## src/include/adpm_regs.svh

```systemverilog
// Contract
// - Flag function only when the flag-enable bit is set and the port is off.
// - Pins 0-7 carry flags 8-15; pins 8-15 carry flags 0-7, ascending.
// - Boot strap 00 selects serial slave boot, 01 serial master boot.
// - Boot strap 10 selects parallel EPROM boot, 11 on-chip ROM boot.
// - Ratio strap 00/01/10 gives 3x/16x/8x; 11 is reserved, never applied. The code loads 3x for 11 and flags it in status.
// - 8-bit mode, strobe high: low byte A15-8, high byte A23-16.
// - 8-bit mode, strobe low: low byte D7-0, high byte A7-0.
// - 16-bit mode, strobe high: low byte A7-0, high byte A15-8.
// - 16-bit mode, strobe low: pins carry D15-0, low byte on pins 7-0.
// - Read, write and latch strobes are always driven, never floated.
// - Output-only pads always enabled; input-only pads: no drive, no pull-up.
// - Straps set start-up rate only; software may change it after reset.
// - Core waits 4096 input clocks after reset release before running.
`ifndef ADPM_REGS_SVH
`define ADPM_REGS_SVH

`define ADPM_SYSTEM_CONTROL_REG_OFS     8'h00
`define ADPM_PWRCLK_OFS     8'h04
`define ADPM_FLAG_OUT_OFS   8'h08
`define ADPM_FLAG_DIR_OFS   8'h0c
`define ADPM_FLAG_IN_OFS    8'h10
`define ADPM_STATUS_OFS     8'h14
`define ADPM_PADDR_OFS      8'h18
`define ADPM_PWDATA_OFS     8'h1c
`define ADPM_STROBE_OFS     8'h20
`define ADPM_PRDATA_OFS     8'h24

`define ADPM_SYS_PORT_EN    0
`define ADPM_SYS_WIDTH16    1
`define ADPM_SYS_FLAG_EN    20

`define ADPM_STB_ALE        0
`define ADPM_STB_RD         1
`define ADPM_STB_WR         2

`define ADPM_SYSTEM_CONTROL_REG_RST     32'h0000_0000
`define ADPM_LOCK_CYCLES    4096

`endif

```

## src/include/adpm_pkg.sv

```systemverilog
package adpm_pkg;

    typedef enum logic [3:0] {
        ADPM_BOOT_SPI_SLAVE  = 4'b0001,
        ADPM_BOOT_SPI_MASTER = 4'b0010,
        ADPM_BOOT_PAR_EPROM  = 4'b0100,
        ADPM_BOOT_ROM_ONLY   = 4'b1000
    } adpm_boot_e;

    typedef enum logic [2:0] {
        ADPM_ST_SAMPLE = 3'b001,
        ADPM_ST_LOCK   = 3'b010,
        ADPM_ST_RUN    = 3'b100
    } adpm_state_e;

    typedef logic [4:0] adpm_ratio_t;

    // Pin/flag map is a byte swap, same both ways
    function automatic logic [15:0] adpm_swap(input logic [15:0] v);
        adpm_swap = {v[7:0], v[15:8]};
    endfunction

endpackage

```

## src/adpm_ad_mux.sv

```systemverilog
`timescale 1ns/100ps
module adpm_ad_mux
    import adpm_pkg::*;
(
    input  wire logic        flag_en,    // Flag-enable control bit
    input  wire logic        port_en,    // Parallel port enabled
    input  wire logic        width16,    // 16-bit port mode
    input  wire logic        ale,        // Latch strobe level
    input  wire logic        wr,         // Write strobe active
    input  wire logic [23:0] addr,       // Port address
    input  wire logic [15:0] wdata,      // Port write data
    input  wire logic [15:0] flag_out,   // Flag output values
    input  wire logic [15:0] flag_dir,   // Flag drive enables
    output logic      [15:0] pin_o,      // Pin values
    output logic      [15:0] pin_oe      // Pin drive enables
);

    logic        flag_mode;
    logic [15:0] port_val;
    logic [15:0] port_oe;

    assign flag_mode = flag_en && !port_en;

    assign port_val = (!width16 &&  ale) ? addr[23:8] :
                      (!width16 && !ale) ? {addr[7:0], wdata[7:0]} :
                      ( width16 &&  ale) ? addr[15:0] :
                                           wdata;

    // Address bytes always driven; data bytes only on writes
    assign port_oe = !port_en                ? 16'h0000 :
                     ale                     ? 16'hffff :
                     (!width16 && !wr)       ? 16'hff00 :
                     wr                      ? 16'hffff : 16'h0000;

    assign pin_o  = flag_mode ? adpm_swap(flag_out) : port_val;
    assign pin_oe = flag_mode ? adpm_swap(flag_dir) : port_oe;

endmodule

```

## src/adpm_strap_decode.sv

```systemverilog
`timescale 1ns/100ps
`include "adpm_regs.svh"
module adpm_strap_decode
    import adpm_pkg::*;
#(
    parameter int LOCK_CYCLES = `ADPM_LOCK_CYCLES
) (
    input  wire logic        sys_clk,            // Core clock
    input  wire logic        rst,                // Async reset, high
    input  wire logic [1:0]  boot_select_straps, // Boot source pins
    input  wire logic [1:0]  core_ratio_straps,  // Ratio pins
    output adpm_boot_e       boot_mode,          // Decoded boot source
    output adpm_ratio_t      core_ratio,         // Start-up multiplier
    output logic             ratio_reserved,     // Reserved ratio seen
    output logic             strap_load,         // Pulse once straps held
    output logic             core_run            // Lock wait done
);

    // Wait counter is 16 bits wide
    if (LOCK_CYCLES < 1 || LOCK_CYCLES > 65535) begin : g_lock_check
        $error("adpm_strap_decode: LOCK_CYCLES out of range");
    end

    adpm_state_e  state_q, state_d;
    logic [1:0]   boot_q;
    logic [1:0]   ratio_q;
    logic [15:0]  cnt_q;

    always_comb begin
        state_d = state_q;
        case (state_q)
            ADPM_ST_SAMPLE: state_d = ADPM_ST_LOCK;
            ADPM_ST_LOCK: begin
                if (cnt_q == 16'(LOCK_CYCLES - 1))
                    state_d = ADPM_ST_RUN;
            end
            ADPM_ST_RUN:    state_d = ADPM_ST_RUN;
            default:        state_d = ADPM_ST_SAMPLE;
        endcase
    end

    // Straps caught by a clocked edge after release, never by the reset itself
    always_ff @(posedge sys_clk or posedge rst) begin
        if (rst) begin
            state_q <= ADPM_ST_SAMPLE;
            boot_q  <= 2'h0;
            ratio_q <= 2'h0;
            cnt_q   <= 16'h0;
        end else begin
            state_q <= state_d;
            if (state_q == ADPM_ST_SAMPLE) begin
                boot_q  <= boot_select_straps;
                ratio_q <= core_ratio_straps;
            end
            if (state_q == ADPM_ST_LOCK)
                cnt_q <= cnt_q + 16'h1;
        end
    end

    // One edge after capture, so the decoded ratio already reflects the pins
    assign strap_load     = (state_q == ADPM_ST_LOCK) && (cnt_q == 16'h0);
    assign core_run       = (state_q == ADPM_ST_RUN);
    assign ratio_reserved = (ratio_q == 2'h3);

    assign boot_mode = (boot_q == 2'h0) ? ADPM_BOOT_SPI_SLAVE :
                       (boot_q == 2'h1) ? ADPM_BOOT_SPI_MASTER :
                       (boot_q == 2'h2) ? ADPM_BOOT_PAR_EPROM :
                                          ADPM_BOOT_ROM_ONLY;

    // Reserved code falls back to the slowest rate as a safe guess
    assign core_ratio = (ratio_q == 2'h1) ? 5'h10 :
                        (ratio_q == 2'h2) ? 5'h08 :
                                            5'h03;

endmodule

```

## src/adpm_top.sv

```systemverilog
// The implementer's own choices: the register offsets and register access over AHB-Lite.
`timescale 1ns/100ps
`include "adpm_regs.svh"
module adpm_top
    import adpm_pkg::*;
#(
    parameter int LOCK_CYCLES = `ADPM_LOCK_CYCLES
) (
    input  wire logic        sys_clk,            // 40 MHz core clock
    input  wire logic        rst,                // Async reset, high
    input  wire logic        hsel,               // Slave select
    input  wire logic [31:0] haddr,              // Byte address
    input  wire logic [1:0]  htrans,             // Transfer type
    input  wire logic        hwrite,             // Write access
    input  wire logic [2:0]  hsize,              // Transfer size
    input  wire logic [31:0] hwdata,             // Write data
    input  wire logic        hready,             // Bus ready
    output logic             hreadyout,          // Slave ready
    output logic             hresp,              // Always OKAY
    output logic      [31:0] hrdata,             // Read data
    input  wire logic [15:0] addr_data_pins_i,   // Pin levels
    output logic      [15:0] addr_data_pins_o,   // Pin drive values
    output logic      [15:0] addr_data_pins_oe,  // Pin drive enables
    output logic             ale_o,              // Address latch strobe
    output logic             rd_n_o,             // Read strobe, low
    output logic             wr_n_o,             // Write strobe, low
    output logic      [2:0]  strobe_pad_oe,      // Strobe pad enables
    output logic      [3:0]  strap_pad_oe,       // Strap pad enables
    output logic      [3:0]  strap_pad_pu,       // Strap pad pull-ups
    input  wire logic [1:0]  boot_select_straps, // Boot source straps
    input  wire logic [1:0]  core_ratio_straps,  // Core ratio straps
    output adpm_boot_e       boot_mode_o,        // Decoded boot source
    output logic             core_run_o          // Core may execute
);

    ////////////////////////////////////////////////////////////////////////
    // Strap capture and lock wait

    adpm_ratio_t start_ratio;
    logic        ratio_reserved;
    logic        strap_load;
    logic        core_run;

    adpm_strap_decode #(
        .LOCK_CYCLES (LOCK_CYCLES)
    ) u_strap (
        .sys_clk            (sys_clk),
        .rst                (rst),
        .boot_select_straps (boot_select_straps),
        .core_ratio_straps  (core_ratio_straps),
        .boot_mode          (boot_mode_o),
        .core_ratio         (start_ratio),
        .ratio_reserved     (ratio_reserved),
        .strap_load         (strap_load),
        .core_run           (core_run)
    );

    assign core_run_o = core_run;

    ////////////////////////////////////////////////////////////////////////
    // Bus slave: zero wait states, read data registered at address phase

    logic        acc_ok;
    logic        wr_pend_q;
    logic [7:0]  wr_ofs_q;
    logic [31:0] rd_val;

    logic [31:0] system_control_reg_q;
    logic [7:0]  pwrclk_q;
    logic [15:0] flag_out_q;
    logic [15:0] flag_dir_q;
    logic [23:0] paddr_q;
    logic [15:0] pwdata_q;
    logic [2:0]  strobe_q;
    logic [15:0] prdata_q;
    logic [31:0] hrdata_q;

    assign acc_ok    = hsel && htrans[1] && hready;
    assign hreadyout = 1'b1;
    assign hresp     = 1'b0;
    assign hrdata    = hrdata_q;

    // Unmapped offsets read zero and ignore writes
    always_comb begin
        case (haddr[7:0])
            `ADPM_SYSTEM_CONTROL_REG_OFS:   rd_val = system_control_reg_q;
            `ADPM_PWRCLK_OFS:   rd_val = {24'h0, pwrclk_q};
            `ADPM_FLAG_OUT_OFS: rd_val = {16'h0, flag_out_q};
            `ADPM_FLAG_DIR_OFS: rd_val = {16'h0, flag_dir_q};
            `ADPM_FLAG_IN_OFS:  rd_val = {16'h0, adpm_swap(addr_data_pins_i)};
            `ADPM_STATUS_OFS:   rd_val = {24'h0, ratio_reserved, core_run, 2'h0,
                                          boot_mode_o};
            `ADPM_PADDR_OFS:    rd_val = {8'h0, paddr_q};
            `ADPM_PWDATA_OFS:   rd_val = {16'h0, pwdata_q};
            `ADPM_STROBE_OFS:   rd_val = {29'h0, strobe_q};
            `ADPM_PRDATA_OFS:   rd_val = {16'h0, prdata_q};
            default:            rd_val = 32'h0000_0000;
        endcase
        if (haddr[31:8] != 24'h0)
            rd_val = 32'h0000_0000;
    end

    always_ff @(posedge sys_clk or posedge rst) begin
        if (rst) begin
            wr_pend_q <= 1'b0;
            wr_ofs_q  <= 8'h00;
            hrdata_q  <= 32'h0000_0000;
        end else begin
            wr_pend_q <= acc_ok && hwrite && (haddr[31:8] == 24'h0);
            if (acc_ok) begin
                wr_ofs_q <= haddr[7:0];
            end
            if (acc_ok && !hwrite) begin
                hrdata_q <= rd_val;
            end
        end
    end

    ////////////////////////////////////////////////////////////////////////
    // Control registers

    logic wr_sys;
    logic wr_pclk;

    assign wr_sys  = wr_pend_q && (wr_ofs_q == `ADPM_SYSTEM_CONTROL_REG_OFS);
    // Rate changes only once the lock wait is over
    assign wr_pclk = wr_pend_q && (wr_ofs_q == `ADPM_PWRCLK_OFS) && core_run;

    always_ff @(posedge sys_clk or posedge rst) begin
        if (rst) begin
            system_control_reg_q   <= `ADPM_SYSTEM_CONTROL_REG_RST;
            pwrclk_q   <= 8'h00;
            flag_out_q <= 16'h0000;
            flag_dir_q <= 16'h0000;
            paddr_q    <= 24'h00_0000;
            pwdata_q   <= 16'h0000;
            strobe_q   <= 3'h0;
        end else begin
            if (wr_sys)
                system_control_reg_q <= hwdata & ((32'h1 << `ADPM_SYS_FLAG_EN) | 32'h3);
            if (strap_load)
                pwrclk_q <= {3'h0, start_ratio};
            else if (wr_pclk)
                pwrclk_q <= hwdata[7:0];
            if (wr_pend_q && wr_ofs_q == `ADPM_FLAG_OUT_OFS)
                flag_out_q <= hwdata[15:0];
            if (wr_pend_q && wr_ofs_q == `ADPM_FLAG_DIR_OFS)
                flag_dir_q <= hwdata[15:0];
            if (wr_pend_q && wr_ofs_q == `ADPM_PADDR_OFS)
                paddr_q <= hwdata[23:0];
            if (wr_pend_q && wr_ofs_q == `ADPM_PWDATA_OFS)
                pwdata_q <= hwdata[15:0];
            if (wr_pend_q && wr_ofs_q == `ADPM_STROBE_OFS)
                strobe_q <= hwdata[2:0];
        end
    end

    ////////////////////////////////////////////////////////////////////////
    // Pin multiplexing, registered toward the pads

    logic        port_en;
    logic        width16;
    logic        flag_en;
    logic [15:0] mux_o;
    logic [15:0] mux_oe;
    logic [15:0] pin_o_q;
    logic [15:0] pin_oe_q;
    logic        ale_q;
    logic        rd_n_q;
    logic        wr_n_q;

    assign port_en = system_control_reg_q[`ADPM_SYS_PORT_EN];
    assign width16 = system_control_reg_q[`ADPM_SYS_WIDTH16];
    assign flag_en = system_control_reg_q[`ADPM_SYS_FLAG_EN];

    adpm_ad_mux u_mux (
        .flag_en  (flag_en),
        .port_en  (port_en),
        .width16  (width16),
        .ale      (strobe_q[`ADPM_STB_ALE]),
        .wr       (strobe_q[`ADPM_STB_WR]),
        .addr     (paddr_q),
        .wdata    (pwdata_q),
        .flag_out (flag_out_q),
        .flag_dir (flag_dir_q),
        .pin_o    (mux_o),
        .pin_oe   (mux_oe)
    );

    // Strobes share the pin register stage so the latch sees them aligned
    always_ff @(posedge sys_clk or posedge rst) begin
        if (rst) begin
            pin_o_q  <= 16'h0000;
            pin_oe_q <= 16'h0000;
            ale_q    <= 1'b0;
            rd_n_q   <= 1'b1;
            wr_n_q   <= 1'b1;
            prdata_q <= 16'h0000;
        end else begin
            pin_o_q  <= mux_o;
            pin_oe_q <= mux_oe;
            ale_q    <= port_en && strobe_q[`ADPM_STB_ALE];
            rd_n_q   <= !(port_en && strobe_q[`ADPM_STB_RD]);
            wr_n_q   <= !(port_en && strobe_q[`ADPM_STB_WR]);
            if (!rd_n_q && !ale_q)
                prdata_q <= width16 ? addr_data_pins_i : {8'h00, addr_data_pins_i[7:0]};
        end
    end

    assign addr_data_pins_o  = pin_o_q;
    assign addr_data_pins_oe = pin_oe_q;
    assign ale_o             = ale_q;
    assign rd_n_o            = rd_n_q;
    assign wr_n_o            = wr_n_q;

    ////////////////////////////////////////////////////////////////////////
    // Pad control

    assign strobe_pad_oe = 3'h7;
    assign strap_pad_oe  = 4'h0;
    assign strap_pad_pu  = 4'h0;

endmodule
```

## config.mk

```make
export PLATFORM = sky130hd
export DESIGN_NAME = adpm_top
export DESIGN_NICKNAME = d
export VERILOG_FILES = /design/src/include/adpm_pkg.sv /design/src/adpm_ad_mux.sv /design/src/adpm_strap_decode.sv /design/src/adpm_top.sv
export VERILOG_INCLUDE_DIRS = /design/src /design/src/include
export SDC_FILE = /design/constraint.sdc
export NUM_CORES = 1
export LEC_CHECK = 0
export BUFFER_PORTS_ARGS = -buffer_cell sky130_fd_sc_hd__buf_2
export CAP_MARGIN = 15
export CORE_MARGIN = 5
export CORE_UTILIZATION = 55
export CTS_CLUSTER_SIZE = 14
export DETAILED_ROUTE_END_ITERATION = 10
export GPL_TIMING_DRIVEN = 0
export PLACE_DENSITY = 0.84
export SETUP_SLACK_MARGIN = 0.15
export SYNTH_ARGS = -nofsm -noshare
export SYNTH_HDL_FRONTEND = slang
export SYNTH_SLANG_ARGS = --single-unit
```

## constraint.sdc

```tcl
create_clock -name sys_clk -period 7.52 [get_ports sys_clk]
set_input_delay 1.128 -clock sys_clk [delete_from_list [all_inputs] [get_ports sys_clk]]
set_output_delay 1.128 -clock sys_clk [all_outputs]
set_load 0.05 [all_outputs]
```

[After elaboration in Yosys (flattened, before gate mapping)]
Cells that the tools add are included.
Word-level totals
  bits in registers: 201
  word-level logic and storage cells: 106
Operators by class
  $add $sub $neg: 1
  eq/ne operators: 25
  mux-type cells: 21
  reductions and logical operators: 39
Operators by type and width (number)
  24-bit case mux with 10 select lines: 1
  16-bit two-way mux: 10
  8-bit by 5-bit == test with 1-bit output, second input constant: 6
  8-bit by 4-bit == test with 1-bit output, second input constant: 4
  32-bit two-way mux: 1
  8-bit by 6-bit == test with 1-bit output, second input constant: 3
  24-bit zero test: 1
  24-bit nonzero test: 1
  1-bit logical AND: 23
  16-bit by 1-bit adder with 16-bit output, second input constant: 1
  16-bit by 12-bit == test with 1-bit output, second input constant: 1
  8-bit by 3-bit == test with 1-bit output, second input constant: 2
  16-bit zero test: 1
  8-bit zero test: 2
  4-bit two-way mux: 4
  8-bit two-way mux: 2
  1-bit zero test: 9
  3-bit case mux with 3 select lines: 1
  2-bit == test, second input constant: 3
  5-bit two-way mux: 1
  2-bit by 1-bit == test with 1-bit output, second input constant: 2
  3-bit by 1-bit == test with 1-bit output, second input constant: 1
  3-bit by 2-bit == test with 1-bit output, second input constant: 1
  3-bit == test, second input constant: 1
  4 further kinds: 4

[Depth between registers and ports, before layout]
  depth in word-level cells: 6
  mapped depth: 8
  mapped depth without buffers: 6

[Modules after synthesis]
Synthesis repeated with hierarchy kept, for this count alone.
Unflattened totals
  cell total of the unflattened synthesis: 775
  area total of the unflattened synthesis: 9083.7 sq um
Modules (own cells, without submodules)
  adpm_top: times used 1, cells an instance 588, area each 7224.4 sq um, seq. area each 4256.6 sq um
  adpm_strap_decode: times used 1, cells an instance 109, area each 1132.3 sq um, seq. area each 576.8 sq um
  adpm_ad_mux: times used 1, cells an instance 78, area each 726.9 sq um, seq. area each 0.0 sq um

[Worst setup path before layout]
No wires, ideal clock.
  kind: register to output
  start point: register u_strap.state_q[2]
  end point: output port core_run_o
  arrival: 1.714 ns
  path slack: 4.678 ns
  stages on the path, launching flop included: 2
  cells stage by stage: dfrtp_1 > nor3b_1
On the way
  longest elaborated chain between the ends: 1
RTL lines
  start: declaration: RTL line adpm_strap_decode.sv:24  | adpm_state_e state_q, state_d;
  start signal: assignment: RTL line adpm_strap_decode.sv:50  | state_q <= state_d;
  3-bit == test: RTL line adpm_strap_decode.sv:62  | assign core_run = (state_q == ADPM_ST_RUN);
  end: declaration: RTL line adpm_top.sv:33  | output logic core_run_o
Every way passes these cells.

[Final worst setup path]
Same ends and word-level chain as after synthesis.

==> reports/qor.txt <==
status: finished clean
DR DRC count: 0
Ys Warns: 0
Synth Register Bits: 193
Post-Synth XOR/XNOR Area: 1.56%
crit path time final: 3.09 ns
# Post-CTS Setup Buffers: 0
clk_lat worst skew: 0.44 ns
multiplexer area fraction after synthesis: 15.8%
Synth area leader: dfrtp_1
Slew HR: 38.7%
pin count of the biggest net entering global routing: 103
CTS tree: yes
distinct cell type count of the synthesized netlist: 65
GRT Overall Usage: 27.0%
# fillers: 1,180
CP Data Arrival Time: 1.96 ns
fin worst setup slack: 4.43 ns
CTS buffer count: 17
ys flop type: dfrtp_1
vias in the first global route: 6,811
post-synthesis simple-gate area fraction: 12.8%
die area: 19,000 um^2
Final GP Congestion: 0.989
H-tree depth: 4
IO Port Bufs: 142
critical path type: register to primary output
initial core utilization: 56.4%
Post-DP HPWL: 18.5 mm
cell area after placement: 10,100 um^2
syn_area_per_cell: 12.0 um^2
Layout area overhead: 19.0%
Seq/Total Area, Yosys: 53.8%
CP required: 6.39 ns
Layout Nets: 1,026
Clock Skew: 0.00687 ns
Critical Path Source Type: register
Pleak: 5.17 nW
largest family of logic cells by synthesized area: multiplexers
Synth Area in Compound Gates: 11.0%
final WL: 25.1 mm
# diodes: 0
Max-Cap Viols: 0
first drt pass iteration count: 6
ys async rst share: 100%
Final period util: 41.1%
Sink Count: 193
num ports: 179
Max Root-Sink Buffers: 2
Post-Synthesis Cells: 746
Hold Path Sink: prdata_q[14]$_DFFE_PP0P_
Die W: 138 um
layout cells sized above 1: 32.0%
sequential power share: 48.7%
area of the core: 15,900 um^2
DR vias/cell: 6.08
crit path max fanout: 5
Rows: 46
NetSw: 0.593 mW
Power Density: 214 nW/um^2
wire per inst: 21.7 um
die height: 138 um
Worst setup EP type: primary output
Reg2Reg Depth: 7
GR Overflow Total: 0
Power Internal: 1.69 mW
RSZ-0062 raised after global routing: false
Least-Margin Pin Slew: 0.912 ns
hold_sp: prdata_q[14]$_DFFE_PP0P_
synth top area cells: dfrtp_1 (53%), mux2_2 (6.3%), mux2_1 (5.8%), nand2_1 (3.6%), a22oi_1 (2.7%)
Clock Power Share: 41.4%
final setup vio count: 0
DR iter-0 viols: 799
CTS Root Cell: clkbuf_16
Reg clk slew, reported paths: 0.07 ns
Reg-to-Reg Start: wr_ofs_q[1]$_DFFE_PP0P_
Max VDD drop: 0.172 mV
TNS Setup: 0 ns
Post-Synth Adder-Cell Area: 0.696%
R2R Path End: pwdata_q[7]$_DFFE_PP0P_
Comb pwr share: 9.9%
worst reg-to-reg setup slack: 5.23 ns
global-route wire length before repair: 38.1 mm
Vias: 7,033
Sw Ratio: 25.9%
share of the synthesized area in the top cell type: 52.9%
PostCTS Resize Cnt: 0
DP Worst Slack: 4.53 ns
Final ANT Viol Nets: 0
f_max: 324 MHz
Design Area, Final: 10,700 um^2
final hold vios: 0
Hold-fix buffers, CTS: 0
Hold Path Cell Cnt: 2
mapped cell area: 8990 um^2
EDFF count, synth: 0
initial antenna violation count: 1
worst hold path type: register to register
max-slew violation count: 0
placed cells by master (no fill, tap or decap), types with 5 or more instances in the layout:
| cell type | netlist | routed |
|---|---|---|
| clkbuf_16 | 0 | 17 |
| nand2b_1 | 8 | 8 |
| a22oi_1 | 32 | 32 |
| a22o_1 | 26 | 26 |
| nor4_1 | 12 | 12 |
| mux4_2 | 8 | 8 |
| nand2_1 | 87 | 87 |
| nand4_1 | 5 | 5 |
| o21ai_1 | 7 | 7 |
| o21ai_0 | 22 | 22 |
| inv_1 | 9 | 8 |
| dfrtp_1 | 190 | 190 |
| ha_1 | 5 | 5 |
| nor2b_1 | 6 | 6 |
| conb_1 | 2 | 21 |
| clkbuf_1 | 14 | 14 |
| nor2_1 | 17 | 17 |
| xnor2_1 | 13 | 13 |
| buf_2 | 18 | 160 |
| a21o_1 | 20 | 20 |
| mux2_1 | 46 | 46 |
| and2_1 | 7 | 7 |
| mux2i_1 | 16 | 16 |
| nand3_1 | 27 | 27 |
| a32oi_1 | 5 | 5 |
| mux2_2 | 50 | 50 |
| buf_4 | 26 | 26 |
worst max-delay path, stage by stage (launching register included):
cell     delay, ns
dfrtp_1       0.44
nor3b_1       0.69
buf_2         0.40
logic make-up (layout without fill, tap and decap cells):
| group | after synthesis | count (layout) |
|---|---|---|
| buffers and inverters | 70 | 245 |
| DFF | 193 | 193 |
| other | 2 | 21 |
| muxes | 120 | 120 |
| adders and majority gates | 5 | 5 |
| and+or+nand+nor | 205 | 205 |
| xor gates and xnor gates | 16 | 16 |
| AOI/OAI and AO/OA | 135 | 135 |
registers in the layout, summed over array words and instances (netlist names), 2 cells and up:
register	flops
addr_data_pins_o	16
addr_data_pins_oe	16
flag_dir_q	16
flag_out_q	16
hrdata	24
paddr_q	24
prdata_q	16
pwdata_q	16
pwrclk_q	8
strobe_q	3
system_control_reg_q	3
u_strap.boot_q	2
u_strap.cnt_q	16
u_strap.ratio_q	2
u_strap.state_q	3
wr_ofs_q	8
per-stage QoR:
step / utilization (%) / cells / hold WS, ns / power (mW)
after floorplan: - / 765 / 0.394 / 1.27
after global placement: 63.0 / 1123 / 0.453 / 1.35
after detailed placement: 63.2 / 1124 / 0.457 / 1.36
after CTS: 67.1 / 1156 / 0.473 / 2.29
after global routing: 67.1 / 1156 / 0.491 / 2.36
final: 67.1 / 1156 / 0.474 / 2.28
worst max path at each step:
stage / end / from / depth (start not counted) / slack [ns]
detailed placement: hrdata[16]$_DFFE_PP0P_ / hready / 8 / 4.53
global route: core_run_o / u_strap.state_q[2]$_DFFE_PP0P_ / 2 / 4.40
floorplan: addr_data_pins_o[0]$_DFF_PP0_ / rst / 1 / 1.14
finish: core_run_o / u_strap.state_q[2]$_DFFE_PP0P_ / 2 / 4.43
CTS: core_run_o / u_strap.state_q[2]$_DFFE_PP0P_ / 2 / 4.44
global placement: hrdata[16]$_DFFE_PP0P_ / rst / 2 / -0.77
cell type report:
class | count | area [um^2] | share of cell area, %
Sequential cell | 193 | 4830 | 45.2
Multi-Input combinational cell | 502 | 3840 | 35.9
Clock inverter | 14 | 178 | 1.66
Clock buffer | 18 | 439 | 4.11
Inverter | 9 | 41.3 | 0.386
Tap cell | 216 | 270 | 2.53
Buffer | 61 | 349 | 3.27
Timing Repair Buffer | 143 | 738 | 6.91
cell usage after synthesis (3+ instances only):
cell type	instances
o21ai_1	7
o211ai_1	3
nand2_1	87
and3_1	3
mux2_2	50
mux2i_1	16
a22oi_1	32
nand3_1	27
nand4_1	5
buf_2	18
xor2_1	3
mux4_2	8
ha_1	5
dfrtp_1	190
nor2b_1	6
nor2_1	17
nand2b_1	8
a32oi_1	5
dfstp_2	3
and2_1	7
o21ai_0	22
nor4_1	12
a21oi_1	3
a22o_1	26
a222oi_1	3
buf_4	26
inv_1	9
clkbuf_1	14
xnor2_1	13
a21o_1	20
mux2_1	46
buf_1	3
power by group through the flow:
stage / Sequential [mW] / Clock, mW / Combinational, mW
final: 1.11 / 0.945 / 0.226
after global routing: 1.12 / 0.998 / 0.242
after CTS: 1.11 / 0.954 / 0.226
after detailed placement: 1.13 / 0 / 0.225
after global placement: 1.13 / 0 / 0.219
after floorplan: 1.15 / 0 / 0.119
routing by layer:
| metal | wire length (um) | GRT usage (%) | up-vias |
|---|---|---|---|
| li1 | - | - | 3044 |
| met1 | 9510 | 36.1 | 3404 |
| met2 | 11200 | 41.2 | 476 |
| met3 | 3180 | 7.71 | 107 |
| met4 | 1180 | 11.9 | 2 |
| met5 | 7 | 0 | - |
No activity file was read; power rests on OpenSTA's default activity.
